`src/cell_pkg.sv`:
```
// constants, field layout and mode encodings of the configurable io cell
// assumes one 100 MHz clock and a plain strobe register port
// What this block does
// - input capture is a flip-flop or a latch, plus two direct input paths
// - flip-flop takes data on the rising edge; latch is transparent while gate high
// - output gate does pass, and, or, xor with either input optionally inverted
// - mux mode picks one of two outputs, selected by the output clock
// - input and output registers have their own clock, each invertible
// - fast capture latch is gated by the output clock input
// - early clock may drive the output clock, the input clock, or both
// - global set/clear forces each register to its configured value
// - no set or reset source reaches the registers except global set/clear and the unconfigured state
// - configured set/clear choice gives value after configuration and after each pulse
// - unused pad defaults to pull-up; may be pull-down, driven output or input
// - pull-up is on while configuration is in progress
// - line driver disable high releases line, low drives the input value
// - disable tied low makes the driver a plain buffer
// - undriven shared line keeps its last level; any driver or pull overrides
// - wired-and driver: low input pulls low, high input releases
// - wired or-and driver pulls low only when both inputs are low
package cell_pkg;

  localparam logic [7:0] CFG_OFFSET = 8'h00;
  localparam logic [7:0] STATUS_OFFSET = 8'h04;
  localparam logic [31:0] CFG_RESET = 32'h0000_0000;

  localparam int CFG_CONFIGURED = 0;
  localparam int CFG_IN_LATCH = 1;
  localparam int CFG_IN_CLK_INV = 2;
  localparam int CFG_OUT_CLK_INV = 3;
  localparam int CFG_IN_EARLY = 4;
  localparam int CFG_OUT_EARLY = 5;
  localparam int CFG_IN_INIT = 6;
  localparam int CFG_OUT_INIT = 7;
  localparam int CFG_OUT_MUX = 8;
  localparam int CFG_GATE_OP_LO = 9;
  localparam int CFG_INV_A = 11;
  localparam int CFG_INV_B = 12;
  localparam int CFG_OUT_REGISTERED = 13;
  localparam int CFG_PAD_MODE_LO = 14;
  localparam int CFG_LINE_MODE_LO = 16;
  localparam int CFG_LINE_PULLUP = 18;
  localparam int CFG_FAST_CAPTURE = 19;
  localparam int CFG_USED_BITS = 20;

  localparam int ST_IN_REG = 0;
  localparam int ST_OUT_REG = 1;
  localparam int ST_FAST_REG = 2;
  localparam int ST_PAD_IN = 3;
  localparam int ST_LINE = 4;

  localparam int SYNC_PAD = 0;
  localparam int SYNC_IN_CLK = 1;
  localparam int SYNC_OUT_CLK = 2;
  localparam int SYNC_EARLY = 3;
  localparam int SYNC_GSC = 4;
  localparam int SYNC_COUNT = 5;

  typedef enum logic [1:0] {PAD_PULL_UP, PAD_PULL_DOWN, PAD_DRIVE, PAD_INPUT} pad_mode_type;
  typedef enum logic [1:0] {LINE_STANDARD, LINE_WIRED_AND, LINE_OR_AND, LINE_SPARE} line_mode_type;
  typedef enum logic [1:0] {GATE_PASS, GATE_AND, GATE_OR, GATE_XOR} gate_op_type;

endpackage : cell_pkg

```
`src/line_driver.sv`:
```
// one driver onto a shared horizontal line, in one of three modes
// assumes the caller resolves the line level from all drivers
module line_driver (
  input wire cell_pkg::line_mode_type mode,
  input wire logic data,
  input wire logic data_b,
  input wire logic line_disable,
  output logic drv_out,
  output logic drv_oe
);
  import cell_pkg::*;

  always_comb begin
    drv_out = 1'b0;
    drv_oe = 1'b0;
    case (mode)
      LINE_STANDARD: begin
        // disable tied low gives an always-driving buffer
        drv_out = data;
        drv_oe = ~line_disable;
      end
      LINE_WIRED_AND: begin
        drv_oe = ~data;
      end
      LINE_OR_AND: begin
        drv_oe = ~(data | data_b);
      end
      default: begin
        drv_oe = 1'b0;
      end
    endcase
  end

endmodule : line_driver

```
`src/configurable_io_cell.sv`:
```
// configurable io cell: pad, input capture, output gate/mux and line drivers
// assumes pad, cell clocks and global set/clear arrive unsynchronised from pins
module configurable_io_cell #(
  parameter int DRIVERS = 4
) (
  input wire logic clk,
  input wire logic rstn,
  input wire logic [7:0] addr,
  input wire logic [31:0] wr_data,
  input wire logic wr_strobe,
  input wire logic rd_strobe,
  output logic [31:0] rd_data,
  input wire logic pad_in,
  output logic pad_out,
  output logic pad_oe,
  output logic pull_up_en,
  output logic pull_down_en,
  input wire logic in_clk,
  input wire logic out_clk,
  input wire logic early_clk,
  input wire logic global_set_clear,
  input wire logic out_a,
  input wire logic out_b,
  output logic direct_input_path_one,
  output logic direct_input_path_two,
  output logic input_capture,
  output logic fast_capture,
  input wire logic [DRIVERS-1:0] drv_data,
  input wire logic [DRIVERS-1:0] drv_data_b,
  input wire logic [DRIVERS-1:0] drv_disable,
  output logic line_level
);
  import cell_pkg::*;

  logic [31:0] cfg_reg;
  logic [31:0] rd_data_reg;
  logic [SYNC_COUNT-1:0] sync1_reg;
  logic [SYNC_COUNT-1:0] sync2_reg;
  logic in_lvl_prev_reg;
  logic out_lvl_prev_reg;
  logic in_reg;
  logic out_reg;
  logic fast_reg;
  logic pad_out_reg;
  logic pad_oe_reg;
  logic pull_up_reg;
  logic pull_down_reg;
  logic line_level_reg;

  logic configured;
  logic pad_s;
  logic gsc_s;
  logic in_lvl;
  logic out_lvl;
  logic in_edge;
  logic out_edge;
  logic gate_a;
  logic gate_b;
  logic gate_result;
  logic path_result;
  logic pad_out_next;
  logic line_next;
  logic any_low;
  logic any_high;
  pad_mode_type pad_mode;
  line_mode_type line_mode;
  gate_op_type gate_op;
  logic [DRIVERS-1:0] drv_out;
  logic [DRIVERS-1:0] drv_oe;

  assign configured = cfg_reg[CFG_CONFIGURED];
  assign pad_mode = pad_mode_type'(cfg_reg[CFG_PAD_MODE_LO +: 2]);
  assign line_mode = line_mode_type'(cfg_reg[CFG_LINE_MODE_LO +: 2]);
  assign gate_op = gate_op_type'(cfg_reg[CFG_GATE_OP_LO +: 2]);

  // register port
  always_ff @(posedge clk or negedge rstn) begin
    if (!rstn) begin
      cfg_reg <= CFG_RESET;
    end else if (wr_strobe && addr == CFG_OFFSET) begin
      cfg_reg <= {{(32 - CFG_USED_BITS){1'b0}}, wr_data[CFG_USED_BITS-1:0]};
    end
  end

  // read data valid only in the cycle after the strobe; unmapped reads give zero
  always_ff @(posedge clk or negedge rstn) begin
    if (!rstn) begin
      rd_data_reg <= 32'h0000_0000;
    end else if (rd_strobe && addr == CFG_OFFSET) begin
      rd_data_reg <= cfg_reg;
    end else if (rd_strobe && addr == STATUS_OFFSET) begin
      rd_data_reg <= 32'h0000_0000;
      rd_data_reg[ST_IN_REG] <= in_reg;
      rd_data_reg[ST_OUT_REG] <= out_reg;
      rd_data_reg[ST_FAST_REG] <= fast_reg;
      rd_data_reg[ST_PAD_IN] <= pad_s;
      rd_data_reg[ST_LINE] <= line_level_reg;
    end else begin
      rd_data_reg <= 32'h0000_0000;
    end
  end

  assign rd_data = rd_data_reg;

  // pins and cell clocks come from outside this clock domain
  always_ff @(posedge clk or negedge rstn) begin
    if (!rstn) begin
      sync1_reg <= '0;
      sync2_reg <= '0;
    end else begin
      sync1_reg <= {global_set_clear, early_clk, out_clk, in_clk, pad_in};
      sync2_reg <= sync1_reg;
    end
  end

  assign pad_s = sync2_reg[SYNC_PAD];
  assign gsc_s = sync2_reg[SYNC_GSC];

  // early clock can replace either cell clock; each clock invertible
  assign in_lvl = (cfg_reg[CFG_IN_EARLY] ? sync2_reg[SYNC_EARLY] : sync2_reg[SYNC_IN_CLK])
                  ^ cfg_reg[CFG_IN_CLK_INV];
  assign out_lvl = (cfg_reg[CFG_OUT_EARLY] ? sync2_reg[SYNC_EARLY] : sync2_reg[SYNC_OUT_CLK])
                   ^ cfg_reg[CFG_OUT_CLK_INV];

  always_ff @(posedge clk or negedge rstn) begin
    if (!rstn) begin
      in_lvl_prev_reg <= 1'b0;
      out_lvl_prev_reg <= 1'b0;
    end else begin
      in_lvl_prev_reg <= in_lvl;
      out_lvl_prev_reg <= out_lvl;
    end
  end

  // inverted clock turns a rising-edge register into a falling-edge one
  assign in_edge = in_lvl & ~in_lvl_prev_reg;
  assign out_edge = out_lvl & ~out_lvl_prev_reg;

  // input capture; only global set/clear and the unconfigured state force it
  always_ff @(posedge clk or negedge rstn) begin
    if (!rstn) begin
      in_reg <= 1'b0;
    end else if (!configured || gsc_s) begin
      in_reg <= cfg_reg[CFG_IN_INIT];
    end else if (cfg_reg[CFG_IN_LATCH]) begin
      if (in_lvl) begin
        in_reg <= pad_s;
      end
    end else if (in_edge) begin
      in_reg <= pad_s;
    end
  end

  // fast capture latch shares the output clock input rather than its own pin
  always_ff @(posedge clk or negedge rstn) begin
    if (!rstn) begin
      fast_reg <= 1'b0;
    end else if (!configured || gsc_s) begin
      fast_reg <= cfg_reg[CFG_IN_INIT];
    end else if (cfg_reg[CFG_FAST_CAPTURE] && out_lvl) begin
      fast_reg <= pad_s;
    end
  end

  assign direct_input_path_one = pad_s;
  assign direct_input_path_two = pad_s;
  assign input_capture = in_reg;
  assign fast_capture = fast_reg;

  // output gate with per-input inversion
  assign gate_a = out_a ^ cfg_reg[CFG_INV_A];
  assign gate_b = out_b ^ cfg_reg[CFG_INV_B];

  always_comb begin
    gate_result = gate_a;
    case (gate_op)
      GATE_PASS: gate_result = gate_a;
      GATE_AND: gate_result = gate_a & gate_b;
      GATE_OR: gate_result = gate_a | gate_b;
      GATE_XOR: gate_result = gate_a ^ gate_b;
      default: gate_result = gate_a;
    endcase
  end

  // mux mode time-shares the pad, the output clock acting as select
  assign path_result = cfg_reg[CFG_OUT_MUX] ? (out_lvl ? out_b : out_a) : gate_result;

  always_ff @(posedge clk or negedge rstn) begin
    if (!rstn) begin
      out_reg <= 1'b0;
    end else if (!configured || gsc_s) begin
      out_reg <= cfg_reg[CFG_OUT_INIT];
    end else if (out_edge) begin
      out_reg <= path_result;
    end
  end

  // the mux consumes the output clock as select, so it never goes through out_reg
  assign pad_out_next = (cfg_reg[CFG_OUT_REGISTERED] && !cfg_reg[CFG_OUT_MUX]) ? out_reg : path_result;

  // pad drive and pulls; pull-up holds until configuration completes
  always_ff @(posedge clk or negedge rstn) begin
    if (!rstn) begin
      pad_out_reg <= 1'b0;
      pad_oe_reg <= 1'b0;
      pull_up_reg <= 1'b1;
      pull_down_reg <= 1'b0;
    end else begin
      pad_out_reg <= pad_out_next;
      pad_oe_reg <= configured && pad_mode == PAD_DRIVE;
      pull_up_reg <= !configured || pad_mode == PAD_PULL_UP;
      pull_down_reg <= configured && pad_mode == PAD_PULL_DOWN;
    end
  end

  assign pad_out = pad_out_reg;
  assign pad_oe = pad_oe_reg;
  assign pull_up_en = pull_up_reg;
  assign pull_down_en = pull_down_reg;

  // shared line drivers
  generate
    for (genvar i = 0; i < DRIVERS; i++) begin : g_drv
      line_driver u_drv (
        .mode(line_mode),
        .data(drv_data[i]),
        .data_b(drv_data_b[i]),
        .line_disable(drv_disable[i]),
        .drv_out(drv_out[i]),
        .drv_oe(drv_oe[i])
      );
    end
  endgenerate

  assign any_low = |(drv_oe & ~drv_out);
  assign any_high = |(drv_oe & drv_out);

  // low wins over high so contention shows up as a low line
  always_comb begin
    if (any_low) begin
      line_next = 1'b0;
    end else if (any_high || cfg_reg[CFG_LINE_PULLUP]) begin
      line_next = 1'b1;
    end else begin
      line_next = line_level_reg;
    end
  end

  // the keeper is this flop: it only changes when a driver or the line pull-up acts on the line
  always_ff @(posedge clk or negedge rstn) begin
    if (!rstn) begin
      line_level_reg <= 1'b1;
    end else begin
      line_level_reg <= line_next;
    end
  end

  assign line_level = line_level_reg;
endmodule : configurable_io_cell

```
`config.mk`:
```
export PLATFORM = sky130hd
export DESIGN_NAME = configurable_io_cell
export DESIGN_NICKNAME = d
export VERILOG_FILES = /design/src/cell_pkg.sv /design/src/line_driver.sv /design/src/configurable_io_cell.sv
export SDC_FILE = /design/constraint.sdc
export NUM_CORES = 1
export LEC_CHECK = 0
export BUFFER_PORTS_ARGS = -buffer_cell sky130_fd_sc_hd__buf_2
export CAP_MARGIN = 20
export CORE_ASPECT_RATIO = 0.8
export CORE_MARGIN = 2
export CORE_UTILIZATION = 45
export DETAILED_ROUTE_END_ITERATION = 12
export PLACE_DENSITY = 0.75
export SKIP_CTS_REPAIR_TIMING = 1
export SLEW_MARGIN = 15
export SYNTH_ARGS = -nofsm -noshare
export SYNTH_HDL_FRONTEND = slang
export SYNTH_SLANG_ARGS = --single-unit
```
`constraint.sdc`:
```
create_clock -name clk -period 3.1 [get_ports clk]
set_clock_uncertainty 0.05 [all_clocks]
set_input_delay 0.775 -clock clk [delete_from_list [all_inputs] [get_ports clk]]
set_output_delay 0.775 -clock clk [all_outputs]
set_load 0.03 [all_outputs]
```
==> results of run 1 <==
## area by class of cell
type	instances	area share
Sequential cell	60	0.465
Multi-Input combinational cell	114	0.292
Timing Repair Buffer	81	0.131
Clock buffer	9	0.0383
Clock inverter	7	0.0383
Tap cell	78	0.0302
Inverter	5	0.00580
## power by group
part,internal [mW],switching (mW),leakage [nW]
Sequential,0.812,0.0221,0.797
Clock,0.539,0.320,0.120
Combinational,0.0745,0.0974,0.854
## Yosys cell counts
master / n / area share
nand4b_4: 1 / 0.0093
a41oi_1: 1 / 0.0034
dfstp_2: 2 / 0.021
nor4_4: 1 / 0.0083
a21oi_1: 1 / 0.0020
a21bo_1: 1 / 0.0039
a211oi_1: 1 / 0.0029
nor2b_1: 6 / 0.015
and3b_1: 1 / 0.0034
conb_1: 1 / 0.0015
buf_6: 2 / 0.0088
nand3_1: 1 / 0.0020
xnor2_1: 1 / 0.0034
nor3_1: 4 / 0.0078
mux2i_1: 8 / 0.031
xnor2_2: 1 / 0.0064
o21ai_0: 5 / 0.0098
a31oi_1: 3 / 0.0073
nand3b_1: 1 / 0.0029
o311ai_0: 1 / 0.0034
and2_1: 13 / 0.032
xor2_1: 2 / 0.0069
ha_1: 2 / 0.0098
nand2_1: 1 / 0.0015
nor2_2: 2 / 0.0049
o31ai_1: 1 / 0.0029
o211a_1: 1 / 0.0039
inv_1: 5 / 0.0073
buf_2: 1 / 0.0020
mux2i_2: 1 / 0.0054
o22ai_1: 4 / 0.0098
a311oi_1: 1 / 0.0034
nor2_1: 11 / 0.016
o311ai_1: 1 / 0.0034
nand2b_1: 2 / 0.0049
buf_4: 14 / 0.041
o21ai_1: 1 / 0.0020
nand4_2: 1 / 0.0049
mux2_4: 20 / 0.12
dfrtp_1: 58 / 0.57
## cell families (layout without fill, tap and decap cells)
group,Yosys count,count (layout),synth area share
buffers and inverters,22,102,0.0592
AO/OA/AOI/OAI,22,22,0.0582
AND/OR/NAND/NOR,45,45,0.113
XOR/XNOR,4,4,0.0166
adder cells (fa/ha/maj),2,2,0.00978
other,1,12,0.00147
flip-flops,60,60,0.588
multiplexers,29,29,0.154
## through the flow
step                instance area [µm²]  cells  hold WS [ns]  setup slack [ns]
global placement                   2990    338         0.283             0.832
global route                       3230    354         0.307              1.04
finish                             3230    354         0.300              1.17
CTS                                3230    354         0.301              1.14
floorplan                          2600    196         0.281              1.15
detailed placement                 2990    338         0.285             0.784
## final timing paths
check	from	end	slack (ns)
worst max-delay path	line_level	line_level	1.17
worst min-delay path	sync1_reg[0]	sync2_reg[0]	0.30
worst max register to register	cfg_reg[11]	pad_out	1.41
worst min register to register	sync1_reg[0]	sync2_reg[0]	0.30
max in group asynchronous	rstn	line_level	2.32
min in group asynchronous	rstn	cfg_reg[10]	0.37
## layer usage
layer	GRT usage	vias to the layer above	share of wire
li1	-	785	-
met1	0.220	785	0.44
met2	0.275	62	0.48
met3	0.0703	7	0.070
met4	0.0606	0	0.012
met5	0	-	0
==> summary.md, run 1 <==
| Metric | Value |
|---|---|
| Total Power | `1.86 mW` |
| Pin count of the biggest net entering global routing | `61` |
| RSZ-0062 raised after global routing | `no` |
| Effective utilization at floorplan | `0.468` |
| Worst-margin pin slew | `0.511 ns` |
| CP Depth | `1` |
| Clock transition at path regs | `0.07 ns` |
| Max Cap Viol | `0` |
| Number of distinct library cells after synthesis | `40` |
| Vias/cell | `4.63` |
| Die extent in y | `71.4 µm` |
| CP cell instances | `buf_2` |
| DRT antenna net count | `0` |
| Fmax | `518 MHz` |
| Worst Reg2Reg Path Length in Cells | `5` |
| CTS max path bufs | `2` |
| Synthesized flop and latch total | `60` |
| Post-Syn Area | `2560 µm²` |
| Worst Path Max Fanout | `4` |
| Clk Latency, worst-skew pair | `0.34 ns` |
| GRT Total Usage | `0.175` |
| CORE AREA | `5470 µm²` |
| DRT Pass-1 Iters | `4` |
| Aggregate global routing overflow | `0` |
| Ratio of cells with drive above 1 in the final layout | `0.457` |
| Slew HR | `0.659` |
| Hold depth | `0` |
| Shortest period the worst path allows | `1.93 ns` |
| Multi-input gate area | `943 µm²` |
| Final Max Tran Viols | `0` |
| Slowest CP cell | `dfstp_2` |
| ANT cells | `0` |
| Vias in the first global route | `1,714` |
| Clk sinks | `60` |
| Critical setup path kind | `flop to output port` |
| Final Wtd Congestion | `0.767` |
| Iteration-0 DRC count of the detailed router | `82` |
| Rows | `24` |
| Htree depth | `3` |
| Cell Pwr Density | `577 nW/µm²` |
| Root Buffer | `clkbuf_8` |
| Worst path top cell family by delay | `flip-flops` |
| Worst EP required | `2.27 ns` |
| Hpwl dp | `3440 µm` |
| Most frequent cells in the layout | `buf_2, dfrtp_1, mux2_4` |
| Hold Fails Final Rpt | `0` |
| TritonCTS clock tree | `done` |
| Worst min path class | `flop to flop` |
| Slowest stage delay, CP | `0.57 ns` |
| Synthesis-to-layout area growth | `26.5%` |
| Detail-routed net length per standard cell | `13.9 µm` |
| First-pass GRT wire length | `8140 µm` |
| Setup violations, final | `0` |
| Mean Syn Cell Area | `13.8 µm²` |
| Yosys Warn Count | `0` |
| Maximum VDD drop | `0.000260 V` |
| Num ports | `104` |
| Fin Setup TNS | `0 ns` |
| Die W | `88.3 µm` |
| Crit end category | `output port` |
| Final core utilization | `0.592` |
| Sequential area share after synthesis | `0.588` |
| Commonest non-fill, non-tap cell in the layout | `buf_2` |
| Routed vias | `1,639` |
| Critical Path AT | `1.11 ns` |
| Fillers | `480` |
| CTS Buf Count | `9` |
| Tcrit/Tclk final | `0.623` |
| Leak | `1.77 nW` |
| Drt total wl | `4930 µm` |
| Buf/Inv on CP | `1` |
| Layout Nets | `336` |
| Startpoint types | `flop` |
| Number of antenna violations at the first check in global routing | `0` |
| Die area | `6310 µm²` |
| Post-Syn Instances | `185` |
| Reg area | `1500 µm²` |
| Status | `complete, no violations` |
| Number of I/O port buffers | `79` |
| DRC violations left | `0` |
Note: power is estimated with default switching activity, not from simulation.
==> inputs of run 2 (changes only) <==
- clock period: 3.1 -> 1.9 ns (I/O delays scaled with it)
==> run 2 against run 1 <==
Cell count grew 1.4%. Sequential share of layout area grew 0.44 points. Critical path depth grew 4. Count of clock-buffer cells in the layout is the same. Highest routed layer unchanged. First-iteration DRC count shrank 33%. Register-to-register slack lost 1.2 ns. Global-route usage is essentially flat. Largest power group is now sequential cells.
==> summary.md, run 2 (synthesis gave the netlist of run 1 again) <==
| Metric | Value |
|---|---|
| Status | `complete, no violations` |
| Fin Setup TNS | `0 ns` |
| Final core utilization | `0.586` |
| CORE AREA | `5470 µm²` |
| Drt total wl | `4880 µm` |
| Startpoint types | `flop` |
| Cell Pwr Density | `814 nW/µm²` |
| Vias in the first global route | `1,669` |
| Critical setup path kind | `flop to flop` |
| Hold WS | `0.0824 ns` |
| Die area | `6310 µm²` |
| Routed vias | `1,682` |
| Num ports | `104` |
| Internal power | `1.91 mW` |
| DRT antenna net count | `0` |
| Met1 usage | `0.211` |
| CP cell instances | `xnor2_1, ha_1, o211a_1, o311ai_1, o21ai_1` |
| Shortest period the worst path allows | `1.71 ns` |
| Buf/Inv on CP | `0` |
| TritonCTS clock tree | `done` |
| GRT Total Usage | `0.175` |
| Flop pwr share | `0.521` |
| Clock Power Share | `0.370` |
| Htree depth | `3` |
| Grt met2 use | `0.270` |
| Final Max Tran Viols | `0` |
| Aggregate global routing overflow | `0` |
| GR Layer Usage met3 | `0.0945` |
| Setup WS post-layout | `0.187 ns` |
| Clk sinks | `60` |
| Fillers | `476` |
| Worst min path class | `primary input to asynchronous set/reset pin` |
| Number of antenna violations at the first check in global routing | `0` |
| Ratio of cells with drive above 1 in the final layout | `0.466` |
| Net Switching | `0.697 mW` |
| Worst Path Max Fanout | `3` |
| GRT busiest layer | `met2` |
| Leak | `1.77 nW` |
| First-pass GRT wire length | `7930 µm` |
| Fmax | `584 MHz` |
| Maximum VDD drop | `0.000421 V` |
| RSZ-0062 raised after global routing | `no` |
| Commonest non-fill, non-tap cell in the layout | `buf_2` |
| CTS max path bufs | `2` |
| Most frequent cells in the layout | `buf_2, dfrtp_1, mux2_4` |
| Clock transition at path regs | `0.07 ns` |
| Slowest stage delay, CP | `0.40 ns` |
| Crit end category | `flop` |
| Vias/cell | `4.69` |
| Sw Ratio | `0.267` |
| Tcrit/Tclk final | `0.902` |
| Clk Latency, worst-skew pair | `0.34 ns` |
| Worst EP required | `2.06 ns` |
| Synthesis-to-layout area growth | `25.3%` |
| DRT Pass-1 Iters | `4` |
| Critical Path AT | `1.87 ns` |
| Number of I/O port buffers | `79` |
| Rows | `24` |
| Max Cap Viol | `0` |
| Pin count of the biggest net entering global routing | `61` |
| Effective utilization at floorplan | `0.468` |
| Root Buffer | `clkbuf_8` |
| Die W | `88.3 µm` |
| Slowest CP cell | `dfrtp_1` |
| Setup violations, final | `0` |
| Die extent in y | `71.4 µm` |
| ANT cells | `0` |
| Iteration-0 DRC count of the detailed router | `55` |
| Hpwl dp | `3410 µm` |
| Comb pwr share | `0.108` |
| Hold Fails Final Rpt | `0` |
| Layout Nets | `341` |
| Final Wtd Congestion | `0.757` |
| Worst path top cell family by delay | `compound AO/OA/AOI/OAI gates` |
| Detail-routed net length per standard cell | `13.6 µm` |
| CTS Buf Count | `9` |
| DRC violations left | `0` |
| DP Worst Slack | `0.0365 ns` |
## run 2: area by class of cell
class	count	area, µm²	share of cell area
sequential	60	1500	0.469
multi-input combinational	114	943	0.294
timing repair buffer	86	473	0.148
clock buffer	9	124	0.0387
tap	78	97.6	0.0305
clock inverter	7	43.8	0.0137
inverter	5	18.8	0.00586
## run 2: path summary, 6_finish.rpt
path                               from            to  slack, ns  depth (start not counted)
setup / recovery            cfg_reg[11]       pad_out       0.19                          5
hold / removal                     rstn   cfg_reg[13]       0.08                          2
setup reg to reg            cfg_reg[11]       pad_out       0.19                          5
hold reg to reg            sync1_reg[3]  sync2_reg[3]       0.30                          0
max in group asynchronous          rstn    pull_up_en       1.41                          2
min in group clk                 pad_in  sync1_reg[0]       0.19                          1
## run 2: power by group through the flow
stage | registers, mW | logic [mW] | clock network [mW]
2_1_floorplan | 1.40 | 0.164 | 0
3_3_place_gp | 1.38 | 0.279 | 0
3_5_place_dp | 1.38 | 0.285 | 0
4_1_cts | 1.36 | 0.286 | 1.00
5_1_grt | 1.37 | 0.314 | 1.06
6_report | 1.36 | 0.283 | 0.966
## run 2: routing by layer
metal / wire (µm) / share of wire / vias to the layer above
li1: - / - / 800
met1: 2040 / 0.42 / 798
met2: 2320 / 0.48 / 77
met3: 444 / 0.091 / 7
met4: 68 / 0.014 / 0
met5: 0 / 0 / -
## run 2: stage by stage
| step | total power [mW] | area (µm²) | cells |
|---|---|---|---|
| 2_1_floorplan | 1.56 | 2600 | 196 |
| 3_3_place_gp | 1.66 | 3040 | 343 |
| 3_5_place_dp | 1.67 | 3040 | 343 |
| 4_1_cts | 2.65 | 3200 | 359 |
| 5_1_grt | 2.74 | 3200 | 359 |
| 6_report | 2.61 | 3200 | 359 |
